### src/design/sar_adc_consts.svh
`ifndef SAR_ADC_CONSTS_SVH
`define SAR_ADC_CONSTS_SVH
`define CLK_PERIOD_PS 4000
`define CONV_MIN_NS 500
`define CONV_MAX_NS 8800
`define CONV_MIN_CYC ((`CONV_MIN_NS * 1000 + `CLK_PERIOD_PS - 1) / `CLK_PERIOD_PS)
`define CONV_MAX_CYC ((`CONV_MAX_NS * 1000) / `CLK_PERIOD_PS)
`define RESULT_BITS 16
`define BITCNT_W 5
`define CONV_CNT_W 12
`define SCLK_HALF_CYC 4
`endif

### src/design/sar_adc_pkg.sv
package sar_adc_pkg;
  typedef enum logic [1:0] {MODE_NONE, MODE_CS, MODE_CHAIN} mode_e;
  typedef logic [15:0] sample_t;
endpackage

### src/design/sar_adc_link_if.sv
`timescale 1ns/1ps
interface sar_adc_link_if;
  logic convertStartPin;
  logic serialIn;
  logic serialClk;
  logic serialOut;
  logic serialOutEnN;
  logic dataLine;
  assign dataLine = serialOutEnN ? 1'b1 : serialOut;
  modport dev (input convertStartPin, input serialIn, input serialClk, output serialOut, output serialOutEnN);
  modport host (output convertStartPin, output serialIn, output serialClk, input dataLine);
endinterface

### src/design/sar_adc_device.sv
`timescale 1ns/1ps
`include "sar_adc_consts.svh"
// Notes on behaviour
// - start edge picks mode from serial input
// - conversion on internal clock, serial clock reads
// - conversion length within min and max
// - after conversion, acquire powered down, result readable
// - result is unsigned straight binary
// - 3-wire start edge: tristate output, sample, convert
// - conversion ignores start and select pins
// - host re-raises start before min conversion
// - 3-wire start falling edge drives MSB
// - next bits on each serial clock fall
// - host captures on either clock edge; sar_adc_host captures on the falling edge only
// - 3-wire: tristate after sixteenth fall or start rise
// - 4-wire: serial input is select, start held
// - 4-wire: host re-raises select before min
// - 4-wire select falling edge drives MSB
// - 4-wire: tristate after sixteenth fall or select rise
// - shared line: next select after previous tristates
// - 4-wire: start and select never both low
module sar_adc_device (
  input wire logic core_clk,
  input wire logic nrst,
  input wire logic clkEn,
  sar_adc_link_if.dev link,
  input wire logic [`CONV_CNT_W-1:0] convCycles,
  input wire sar_adc_pkg::sample_t analogSample,
  output logic converting,
  output logic poweredDown,
  output logic chainSelected
);
  typedef enum logic [1:0] {ST_ACQ, ST_CONV, ST_READ} state_e;

  state_e state_q;
  sar_adc_pkg::mode_e mode_q;
  logic startPrev_q;
  logic selPrev_q;
  logic sclkPrev_q;
  logic fresh_q;
  logic [`CONV_CNT_W-1:0] convCnt_q;
  logic [`CONV_CNT_W-1:0] convLen;
  sar_adc_pkg::sample_t held_q;
  sar_adc_pkg::sample_t shift_q;
  logic [`BITCNT_W-1:0] bitCnt_q;
  logic outEn_q;
  logic outBit_q;
  logic startRise;
  logic startFall;
  logic selRise;
  logic selFall;
  logic sclkFall;
  logic readSelFall;
  logic readDeselect;
  logic readStart;
  logic convDone;

  function automatic logic [`CONV_CNT_W-1:0] clampLen(input logic [`CONV_CNT_W-1:0] req);
    if (req < `CONV_CNT_W'(`CONV_MIN_CYC)) clampLen = `CONV_CNT_W'(`CONV_MIN_CYC);
    else if (req > `CONV_CNT_W'(`CONV_MAX_CYC)) clampLen = `CONV_CNT_W'(`CONV_MAX_CYC);
    else clampLen = req;
  endfunction

  function automatic logic rising(input logic cur, input logic prev);
    rising = cur & ~prev;
  endfunction

  function automatic logic falling(input logic cur, input logic prev);
    falling = ~cur & prev;
  endfunction

  assign convLen = clampLen(convCycles);
  assign startRise = rising(link.convertStartPin, startPrev_q);
  assign startFall = falling(link.convertStartPin, startPrev_q);
  assign selRise = rising(link.serialIn, selPrev_q);
  assign selFall = falling(link.serialIn, selPrev_q);
  assign sclkFall = falling(link.serialClk, sclkPrev_q);
  // 3-wire reads on start pin; 4-wire on serial input while start stays high
  assign readSelFall = startFall | (selFall & link.convertStartPin);
  assign readDeselect = startRise | selRise;
  // read opens only once per finished chip-select conversion
  assign readStart = (state_q == ST_ACQ) && readSelFall && (mode_q == sar_adc_pkg::MODE_CS) && fresh_q;
  assign convDone = (state_q == ST_CONV) && (convCnt_q <= `CONV_CNT_W'(1));

  // previous pin samples for edge detection
  always_ff @(posedge core_clk or negedge nrst) begin
    if (!nrst) begin
      startPrev_q <= 1'b0;
    end else if (clkEn) begin
      startPrev_q <= link.convertStartPin;
    end
  end

  always_ff @(posedge core_clk or negedge nrst) begin
    if (!nrst) begin
      selPrev_q <= 1'b0;
    end else if (clkEn) begin
      selPrev_q <= link.serialIn;
    end
  end

  always_ff @(posedge core_clk or negedge nrst) begin
    if (!nrst) begin
      sclkPrev_q <= 1'b0;
    end else if (clkEn) begin
      sclkPrev_q <= link.serialClk;
    end
  end

  // unread result; a stray start fall after a 4-wire read must not drive the line
  always_ff @(posedge core_clk or negedge nrst) begin
    if (!nrst) begin
      fresh_q <= 1'b0;
    end else if (clkEn) begin
      if (convDone) fresh_q <= 1'b1;
      else if (startRise || readStart) fresh_q <= 1'b0;
    end
  end

  // conversion sequencer
  always_ff @(posedge core_clk or negedge nrst) begin
    if (!nrst) begin
      state_q <= ST_ACQ;
      mode_q <= sar_adc_pkg::MODE_NONE;
      convCnt_q <= '0;
      held_q <= '0;
    end else if (clkEn) begin
      case (state_q)
        ST_ACQ, ST_READ: begin
          if (startRise) begin
            mode_q <= link.serialIn ? sar_adc_pkg::MODE_CS : sar_adc_pkg::MODE_CHAIN;
            held_q <= analogSample;
            convCnt_q <= convLen;
            state_q <= ST_CONV;
          end else if (state_q == ST_READ && (readDeselect || bitCnt_q == '0)) begin
            state_q <= ST_ACQ;
          end else if (readStart) begin
            state_q <= ST_READ;
          end
        end
        ST_CONV: begin
          // internal cycle count only; pins are not looked at here
          if (convDone) begin
            state_q <= ST_ACQ;
          end else begin
            convCnt_q <= convCnt_q - `CONV_CNT_W'(1);
          end
        end
        default: state_q <= ST_ACQ;
      endcase
    end
  end

  // line enable: off for conversion, deselect or last fall
  always_ff @(posedge core_clk or negedge nrst) begin
    if (!nrst) begin
      outEn_q <= 1'b0;
    end else if (clkEn) begin
      if (state_q == ST_CONV || startRise) begin
        outEn_q <= 1'b0;
      end else if (readStart) begin
        outEn_q <= 1'b1;
      end else if (state_q == ST_READ) begin
        if (readDeselect) begin
          outEn_q <= 1'b0;
        end else if (sclkFall && bitCnt_q == `BITCNT_W'(1)) begin
          outEn_q <= 1'b0;
        end
      end
    end
  end

  // shift register walks one bit per serial clock fall
  always_ff @(posedge core_clk or negedge nrst) begin
    if (!nrst) begin
      shift_q <= '0;
      bitCnt_q <= '0;
      outBit_q <= 1'b0;
    end else if (clkEn) begin
      if (state_q == ST_CONV || startRise) begin
        bitCnt_q <= '0;
      end else if (readStart) begin
        outBit_q <= held_q[`RESULT_BITS-1];
        shift_q <= {held_q[`RESULT_BITS-2:0], 1'b0};
        bitCnt_q <= `BITCNT_W'(`RESULT_BITS);
      end else if (state_q == ST_READ) begin
        if (readDeselect) begin
          bitCnt_q <= '0;
        end else if (sclkFall && bitCnt_q != '0) begin
          bitCnt_q <= bitCnt_q - `BITCNT_W'(1);
          if (bitCnt_q != `BITCNT_W'(1)) begin
            outBit_q <= shift_q[`RESULT_BITS-1];
            shift_q <= {shift_q[`RESULT_BITS-2:0], 1'b0};
          end
        end
      end
    end
  end

  // pins and status straight from registers
  assign link.serialOut = outBit_q;
  assign link.serialOutEnN = ~outEn_q;
  assign converting = (state_q == ST_CONV);
  assign poweredDown = (state_q != ST_CONV);
  assign chainSelected = (mode_q == sar_adc_pkg::MODE_CHAIN);
endmodule

### src/flat_wrapper.sv
// flat-port wrapper written by rule: the top's interface ports become plain ports
module sar_adc_device_flat 
  (core_clk, nrst, clkEn, convCycles, analogSample, converting, poweredDown, chainSelected, link_convertStartPin, link_serialIn, link_serialClk, link_serialOut, link_serialOutEnN);
  sar_adc_link_if link_i ();
  input wire logic core_clk;
  input wire logic nrst;
  input wire logic clkEn;
  input wire logic [`CONV_CNT_W-1:0] convCycles;
  input wire sar_adc_pkg::sample_t analogSample;
  output logic converting;
  output logic poweredDown;
  output logic chainSelected;
  input wire logic [$bits(link_i.convertStartPin)-1:0] link_convertStartPin;
  input wire logic [$bits(link_i.serialIn)-1:0] link_serialIn;
  input wire logic [$bits(link_i.serialClk)-1:0] link_serialClk;
  output wire logic [$bits(link_i.serialOut)-1:0] link_serialOut;
  output wire logic [$bits(link_i.serialOutEnN)-1:0] link_serialOutEnN;
  assign link_i.convertStartPin = link_convertStartPin;
  assign link_i.serialIn = link_serialIn;
  assign link_i.serialClk = link_serialClk;
  assign link_serialOut = link_i.serialOut;
  assign link_serialOutEnN = link_i.serialOutEnN;
  sar_adc_device u_core (.core_clk(core_clk), .nrst(nrst), .clkEn(clkEn), .link(link_i), .convCycles(convCycles), .analogSample(analogSample), .converting(converting), .poweredDown(poweredDown), .chainSelected(chainSelected));
endmodule
### config.mk
export PLATFORM = sky130hd
export DESIGN_NAME = sar_adc_device_flat
export DESIGN_NICKNAME = d
export VERILOG_FILES = /design/src/design/sar_adc_pkg.sv /design/src/design/sar_adc_link_if.sv /design/src/design/sar_adc_device.sv /design/src/flat_wrapper.sv
export VERILOG_INCLUDE_DIRS = /design/src /design/src/design
export SDC_FILE = /design/constraint.sdc
export NUM_CORES = 1
export LEC_CHECK = 0
export BUFFER_PORTS_ARGS = -buffer_cell sky130_fd_sc_hd__clkbuf_2
export CORE_UTILIZATION = 24
export DETAILED_ROUTE_END_ITERATION = 8
export PLACE_DENSITY_LB_ADDON = 0.25
export SYNTH_ARGS = -nofsm -noshare
export SYNTH_HDL_FRONTEND = slang
export SYNTH_SLANG_ARGS = --single-unit
### constraint.sdc
create_clock -name core_clk -period 4.05 [get_ports core_clk]
set_input_delay 0.81 -clock core_clk [delete_from_list [all_inputs] [get_ports core_clk]]
set_output_delay 0.81 -clock core_clk [all_outputs]
set_load 0.02 [all_outputs]
After elaboration in Yosys (flattened, before gate mapping)
Index checks and enable logic that the tools add are counted.
{ "classes": {"n_eq_ne": 12, "bitwise_logic": 15, "n_lt_le_gt_ge": 3, "div": 0, "mux": 33, "shift": 0, "addsub": 2, "n_reduce_logical": 29, "multipliers": 0} }
{ "ops": {"columns": ["cell", "count"], "rows": [
  ["16-bit 2-to-1 mux", 5],
  ["12-bit 2-to-1 mux", 4],
  ["5-bit 2-to-1 mux", 5],
  ["12-bit case mux with 2 select lines", 1],
  ["12-bit greater-than comparator (second input constant)", 1],
  ["12-bit by 1-bit <= comparator with 1-bit output (second input constant)", 1],
  ["12-bit by 7-bit < comparator with 1-bit output (second input constant)", 1],
  ["1-bit 2-to-1 mux", 12],
  ["3-bit AND reduction", 4],
  ["12-bit by 1-bit subtractor with 12-bit output (second input constant)", 1],
  ["2-bit 2-to-1 mux", 5],
  ["2-bit nonzero test", 5],
  ["4-bit nonzero test", 2],
  ["1-bit logical AND", 7],
  ["1-bit inverter", 7],
  ["1-bit bitwise AND", 6],
  ["2-bit by 1-bit != test with 1-bit output (second input constant)", 3],
  ["6-bit AND reduction", 1],
  ["5-bit by 1-bit equality test with 1-bit output (second input constant)", 1],
  ["5-bit logical NOT", 1],
  ["5-bit by 1-bit != test with 1-bit output (second input constant)", 1],
  ["5-bit nonzero test", 1],
  ["5-bit by 1-bit subtractor with 5-bit output (second input constant)", 1],
  ["2-bit by 1-bit equality test with 1-bit output (second input constant)", 2],
  ["other kinds (11)", 16]
]} }
{ "word_totals": {"romBits": 0, "n_memories": 0, "ff_bits": 59, "mem_bits_rw": 0, "latch_bits": 0, "word_cells": 106, "out_inout_bits": 5, "inputBits": 34} }

Logic depth before layout (Yosys ltp)
Gate-level depths: netlist (run 1).
{ "depth": {"word_depth": 11, "ltp_mapped": 8} }

Least setup slack after synthesis (run 1)
Ideal clock, no wire load.
{ "synth_timing": {"path_kind": "input port to flip-flop", "startpoint": "in link_serialIn", "endpoint": "reg u_core.shift_q[10]", "setup_time_ps": 125, "path_buffers": 1, "t_arrival_ps": 2151, "setup_slack_ps": 1774, "path_stages": 5, "path_cell_list": "and3b_1 o2111a_2 clkbuf_1 mux2_2 mux2_2"} }
{ "synth_via": {"elab_chain_len": 9, "elab_cells_between_ends": 15, "classes_between": "eq/ne (1); mux (1); bitwise (6); reduce/logical (7)"} }
{ "synth_rtl": {"columns": ["element", "line", "source"], "rows": [
  ["from (decl)", "flat_wrapper.sv:14", "input wire logic [$bits(link_i.serialIn)-1:0] link_serialIn;"],
  ["1-bit inverter", "sar_adc_device.sv:69", "falling = ~cur & prev;"],
  ["1-bit bitwise AND", "sar_adc_device.sv:69", null],
  ["1-bit bitwise AND", "sar_adc_device.sv:79", "assign readSelFall = startFall | (selFall & link.convertStartPin);"],
  ["1-bit bitwise OR", "sar_adc_device.sv:79", null],
  ["1-bit logical AND (3 in series)", "sar_adc_device.sv:82", "assign readStart = (state_q == ST_ACQ) && readSelFall && (mode_q == sar_adc_pkg::MODE_CS) && fresh_q;"],
  ["2-bit != test (no source line) or 2-bit nonzero test (tied branches)", null, null],
  ["6-bit AND reduction (no source line)", null, null],
  ["to (signal assigned)", "sar_adc_device.sv:184", "shift_q <= {held_q[`RESULT_BITS-2:0], 1'b0};"],
  ["to (signal assigned)", "sar_adc_device.sv:193", "shift_q <= {shift_q[`RESULT_BITS-2:0], 1'b0};"],
  ["to (decl)", "sar_adc_device.sv:44", "sar_adc_pkg::sample_t shift_q;"]
]} }
Several ways; a longest one is shown, not always the timed one.
A chain may end at the register's enable or synchronous reset.

Final worst setup path (run 1)
{ "layout_timing": {"startpoint": "reg u_core.state_q[1]", "endpoint": "out converting"} }
{ "layout_via": {"elab_chain_len": 1} }
{ "layout_rtl": {"columns": ["element", "line", "source"], "rows": [
  ["from (decl)", "sar_adc_device.sv:35", "state_e state_q;"],
  ["from (signal assigned)", "sar_adc_device.sv:123", "state_q <= ST_ACQ;"],
  ["from (signal assigned)", "sar_adc_device.sv:134", "state_q <= ST_CONV;"],
  ["from (signal assigned)", "sar_adc_device.sv:136", "state_q <= ST_ACQ;"],
  ["2-bit by 1-bit equality test with 1-bit output", "sar_adc_device.sv:203", "assign converting = (state_q == ST_CONV);"],
  ["to (decl)", "flat_wrapper.sv:10", "output logic converting;"]
]} }
No other way between the ends.

==> flow_summary.yaml, run 1 <==
synthesis:
  synth_top_area_share_pct: 46.3
  ys.flop_type: "dfrtp_1"
  synth_area_mm2: 0.00314
  synth-edff-count: 0
  synth_cell_types: 59
  syn_nets: 353
  ys_seq_elements: 58
  yosys_warnings: 0
  synth.most_common_cell: "nand2_1"
  synthTopCellsByArea: "dfrtp_1 46%, mux2_2 12%, nand2_1 8.0%"
  ys_seq_area_share_pct: 46.3
  synth-async-reset-ratio_pct: 100
  yosysTopAreaCell: "dfrtp_1"
  synthTopCellsByCount: "67 x nand2_1, 58 x dfrtp_1, 33 x mux2_2"
  syn_avg_cell_area_um2: 9.96
  postSynthCellCount: 315
timing:
  fmax_ghz: 0.355
  setup_tns_ps: 0
  worst_pin_slew_ps: 984
  rsz0062_at_grt: "no"
  skew_ps: 5.33
  finalSetupViolCount: 0
  hold_viol_final: 0
  period_needed_ps: 2820
  slew_headroom_pct: 34.4
  drv_slew: 0
  post-route-period-util_pct: 69.6
route:
  post_drt_via_cell_ratio: 4.76
  dr.pass1.iters: 4
  postRouteAntennaNets: 0
  drt-initial-drc-count: 97
  num_vias: 2528
  wirelength_mm: 7.54
  wire_per_inst_um: 14.2
  drcViolationCount: 0
placed_design:
  dpl.hpwl_mm: 5.24
  portBuffers: 38
  routabilityCongestion: 0.742
  placedCellCount: 515
flow_run:
  drv_cap: 0
floorplan:
  initial_core_util_pct: 24.8
  chipHeight_um: 116
  row_count: 41
  dieArea_mm2: 0.0135
  core_area_mm2: 0.0127
  die_w_um: 116
  ios: 39
critical_path:
  cp-end-kind: "output port"
  cp_max_fo: 20
  required_ps: 3240
  cp-start-kind: "flip-flop"
  critical_path_class: "flip-flop to output port"
  critical_path_arrival_ps: 2010
pwr:
  power.density_mw_per_mm2: 428
  p_leak_uw: 0.00174
  ir_drop_mv: 0.244
clock_network:
  clkTransAtPathRegs_ps: 50
  postCtsSetupBuffers: 0
  cts_htree_levels: 3
  clockRootBuffer: "clkbuf_16"
  cts.path.max_buffers: 2
  cts_num_sinks: 58
  numCtsBuffers: 9
  ctsResizeCount: 0
  insertion_delay_ps: 320
  cts_tree: "yes"
  holdBufCountCts: 0
global_route:
  grt_usage_pct: 12.2
  grt_first_pass_wirelength_mm: 12.6
  grt_pass1_vias: 2518
  grt-ovfl-total: 0
  grt_max_degree: 38
  antenna_found_initial: 0
final_layout:
  n_antenna_cell: 0
  area_delta_synth_final_pct: 20.5
  drive_gt1_share_pct: 30.1
  finalNetCount: 392
  fin_cells: 531
status:
  outcome: "completed"
worst_hold_path:
  hold_class: "flip-flop to flip-flop"
==> flip-flops by register name, indices dropped and copies added (netlist names) <==
name,cells
u_core.sclkPrev_q,1
u_core.bitCnt_q,5
u_core.convCnt_q,12
u_core.outEn_q,1
u_core.held_q,16
u_core.fresh_q,1
u_core.mode_q,2
u_core.startPrev_q,1
u_core.shift_q,15
u_core.selPrev_q,1
u_core.link.serialOut,1
u_core.state_q,2
==> stage by stage <==
| step | hold slack (ps) | total power (uW) | instance area (um2) | util (%) | worst slack [ps] |
|---|---|---|---|---|---|
| final | 469 | 1620 | 3780 | 29.8 | 1230 |
| after global routing | 480 | 1700 | 3780 | 29.8 | 1130 |
| after CTS | 470 | 1640 | 3780 | 29.8 | 1230 |
| after detailed placement | 457 | 937 | 3510 | 27.7 | 1090 |
| after global placement | 457 | 934 | 3510 | 27.7 | 1130 |
| after floorplan | 440 | 855 | 3140 | - | 1770 |
==> critical path, cell delays in order, from the launching register on <==
cell      delay [ps]
dfrtp_1          430
nand2b_2         360
inv_1            610
clkbuf_2         290
==> layout make-up <==
cell class / instances / area (um2)
Clock buffer: 11 / 243
Clock inverter: 5 / 30.0
Fill cell: 1324 / 8890
Inverter: 10 / 37.5
Multi-Input combinational cell: 234 / 1590
Sequential cell: 58 / 1450
Tap cell: 172 / 215
Timing Repair Buffer: 41 / 213
==> metal layers <==
| layer | routed length (um) | track usage [%] |
|---|---|---|
| met1 | 3580 | 15.6 |
| met2 | 3490 | 19.3 |
| met3 | 352 | 3.58 |
| met4 | 120 | 4.79 |
| met5 | 0 | 0 |
==> where the power goes <==
part / switching (uW) / total [uW] / internal [uW]
Sequential: 70.9 / 723 / 652
Combinational: 108 / 206 / 98.1
Clock: 264 / 690 / 427
==> final timing paths <==
kind,start,end,slack (ps),cells after the start
worst min register to register,u_core.held_q[11],u_core.held_q[11],470,2
worst max-delay path,u_core.state_q[1],converting,1230,3
worst max register to register,u_core.state_q[1],u_core.shift_q[8],1520,5
min in group asynchronous,nrst,u_core.held_q[13],640,1
max in group asynchronous,nrst,u_core.bitCnt_q[2],2640,2
worst min-delay path,u_core.held_q[11],u_core.held_q[11],470,2
==> layout by cell type (no fill, tap or decap), types with 5 or more instances in the layout <==
master	n
mux2_2	33
a32oi_1	5
clkbuf_2	38
nor2_1	14
clkbuf_16	9
dfrtp_1	58
inv_1	10
o21ai_0	12
nor2b_1	8
nand2_1	67
nor3_1	13
a21oi_1	6
==> cell families (layout without fill, tap and decap cells) <==
| logic type | Yosys count | after routing | synth area share [%] |
|---|---|---|---|
| fa+ha+maj | 4 | 4 | 1.59 |
| flops | 58 | 58 | 46.3 |
| compound gates | 62 | 62 | 15.6 |
| simple gates | 134 | 134 | 21.2 |
| buf+inv | 23 | 67 | 3.19 |
| mux | 34 | 34 | 12.2 |
Power figures use the tool's default switching activity.
==> run 2: changes to the inputs <==
==> constraint.sdc (replaced) <==
create_clock -name core_clk -period 2.9 [get_ports core_clk]
set_input_delay 0.58 -clock core_clk [delete_from_list [all_inputs] [get_ports core_clk]]
set_output_delay 0.58 -clock core_clk [all_outputs]
set_load 0.02 [all_outputs]
==> run 2 against run 1 <==
Sequential cell count stayed put. Register-to-register slack worse by 960 ps. Combinational power is 47% higher. Critical endpoint unchanged.
==> flow_summary.yaml, run 2 (synthesized netlist as in run 1, its figures left out) <==
critical_path:
  cp_max_fo: 15
  cp-start-kind: "flip-flop"
  regToRegStartpoint: "u_core.bitCnt_q[0]"
  rrSetupSlack_ps: 560
  critical_path_arrival_ps: 1840
  critical_path_class: "flip-flop to output port"
  required_ps: 2320
  startpoint: "u_core.state_q[0]"
  cp-end-kind: "output port"
timing:
  period_needed_ps: 2420
  fmax_ghz: 0.413
  post-route-period-util_pct: 83.5
  drv_slew: 0
  skew_ps: 8.21
  slew_headroom_pct: 48.9
  hold-worst-slack_ps: 297
  hold_viol_final: 0
  setup_tns_ps: 0
  rsz0062_at_grt: "no"
  worst_pin_slew_ps: 764
  finalSetupViolCount: 0
clock_network:
  cts_htree_levels: 3
  holdBufCountCts: 0
  clkTransAtPathRegs_ps: 60
  cts_num_sinks: 58
  cts.path.max_buffers: 2
  cts_tree: "yes"
  ctsResizeCount: 0
  numCtsBuffers: 9
  insertion_delay_ps: 330
  clockRootBuffer: "clkbuf_16"
  postCtsSetupBuffers: 0
global_route:
  grt_usage_pct: 12.6
  grt-ovfl-total: 0
  antenna_found_initial: 0
  grt_max_degree: 35
  grt_first_pass_wirelength_mm: 13.1
  grt_pass1_vias: 2589
final_layout:
  n_antenna_cell: 0
  finalNetCount: 397
  layout_common_cells: "67 x nand2_1, 58 x dfrtp_1, 38 x clkbuf_2, 33 x mux2_2, 14 x nor2_1"
  design_area_mm2: 0.00390
  fin_cells: 536
  area_delta_synth_final_pct: 24.3
  fill_cells: 1337
  largest_reg_flops: 16
  top_register: "u_core.held_q"
  drive_gt1_share_pct: 31.3
  largestRegisters: "u_core.held_q x16, u_core.shift_q x15, u_core.convCnt_q x12"
  layout_commonest_cell: "nand2_1"
placed_design:
  dpl.hpwl_mm: 5.42
  placedCellCount: 520
  portBuffers: 38
  routabilityCongestion: 0.807
  postPlaceCellArea_mm2: 0.00356
floorplan:
  row_count: 41
  die_w_um: 116
  chipHeight_um: 116
  core_area_mm2: 0.0127
  ios: 39
  initial_core_util_pct: 24.8
  dieArea_mm2: 0.0135
pwr:
  p_total_uw: 2540
  p_leak_uw: 0.00180
  power.density_mw_per_mm2: 650
  ir_drop_mv: 0.277
worst_hold_path:
  hold_class: "input port to async pin"
route:
  dr.pass1.iters: 5
  drcViolationCount: 0
  num_vias: 2499
  wirelength_mm: 7.70
  post_drt_via_cell_ratio: 4.66
  wire_per_inst_um: 14.4
  drt-initial-drc-count: 75
  postRouteAntennaNets: 0
status:
  outcome: "completed"
flow_run:
  drv_cap: 0
[run 2: cell count changes in the layout (fill, tap and decap cells not counted)]
cell | before | now
clkinv_2 | 3 | 2
clkbuf_8 | 1 | 0
clkinv_4 | 0 | 2
bufinv_16 | 0 | 3
clkbuf_1 | 1 | 0
buf_12 | 0 | 1
buf_4 | 3 | 7
clkinvlp_4 | 2 | 0
[run 2: report_power, final]
part           switching (uW)  internal [uW]
logic                     154            148
clock network             384            838
registers                 102            910
total                     641           1900
[run 2: worst max-delay path: stages (launching register included)]
cell      delay, ps
dfrtp_1         510
nand2b_2        270
inv_1           270
buf_4           260
clkbuf_2        200
[run 2: per-stage QoR]
step | utilization [%] | worst slack (ps)
floorplan | - | 834
global placement | 28.1 | 549
detailed placement | 28.1 | 499
CTS | 30.8 | 473
global route | 30.8 | 316
finish | 30.8 | 479
[run 2: path summary, 6_finish.rpt]
check	endpoint	cells past startpoint
worst min register to register	u_core.held_q[1]	2
max in group asynchronous	u_core.convCnt_q[0]	2
worst max-delay path	converting	4
worst min-delay path	u_core.held_q[13]	1
worst max register to register	u_core.shift_q[13]	6
min in group core_clk	u_core.held_q[0]	3
[run 2: layer usage]
layer	GRT usage [%]	wire [um]	up-vias
li1	-	-	1229
met1	16.1	3550	1219
met2	20.7	3740	43
met3	3.58	332	8
met4	3.59	78	0
met5	0	0	-
[run 2: cell type report]
type	count	area, um2	share of cell area (%)
Clock buffer	9	225	5.77
Tap cell	172	215	5.52
Timing Repair Buffer	46	263	6.74
Clock inverter	7	118	3.01
Multi-Input combinational cell	234	1590	40.8
Sequential cell	58	1450	37.2
Inverter	10	37.5	0.962
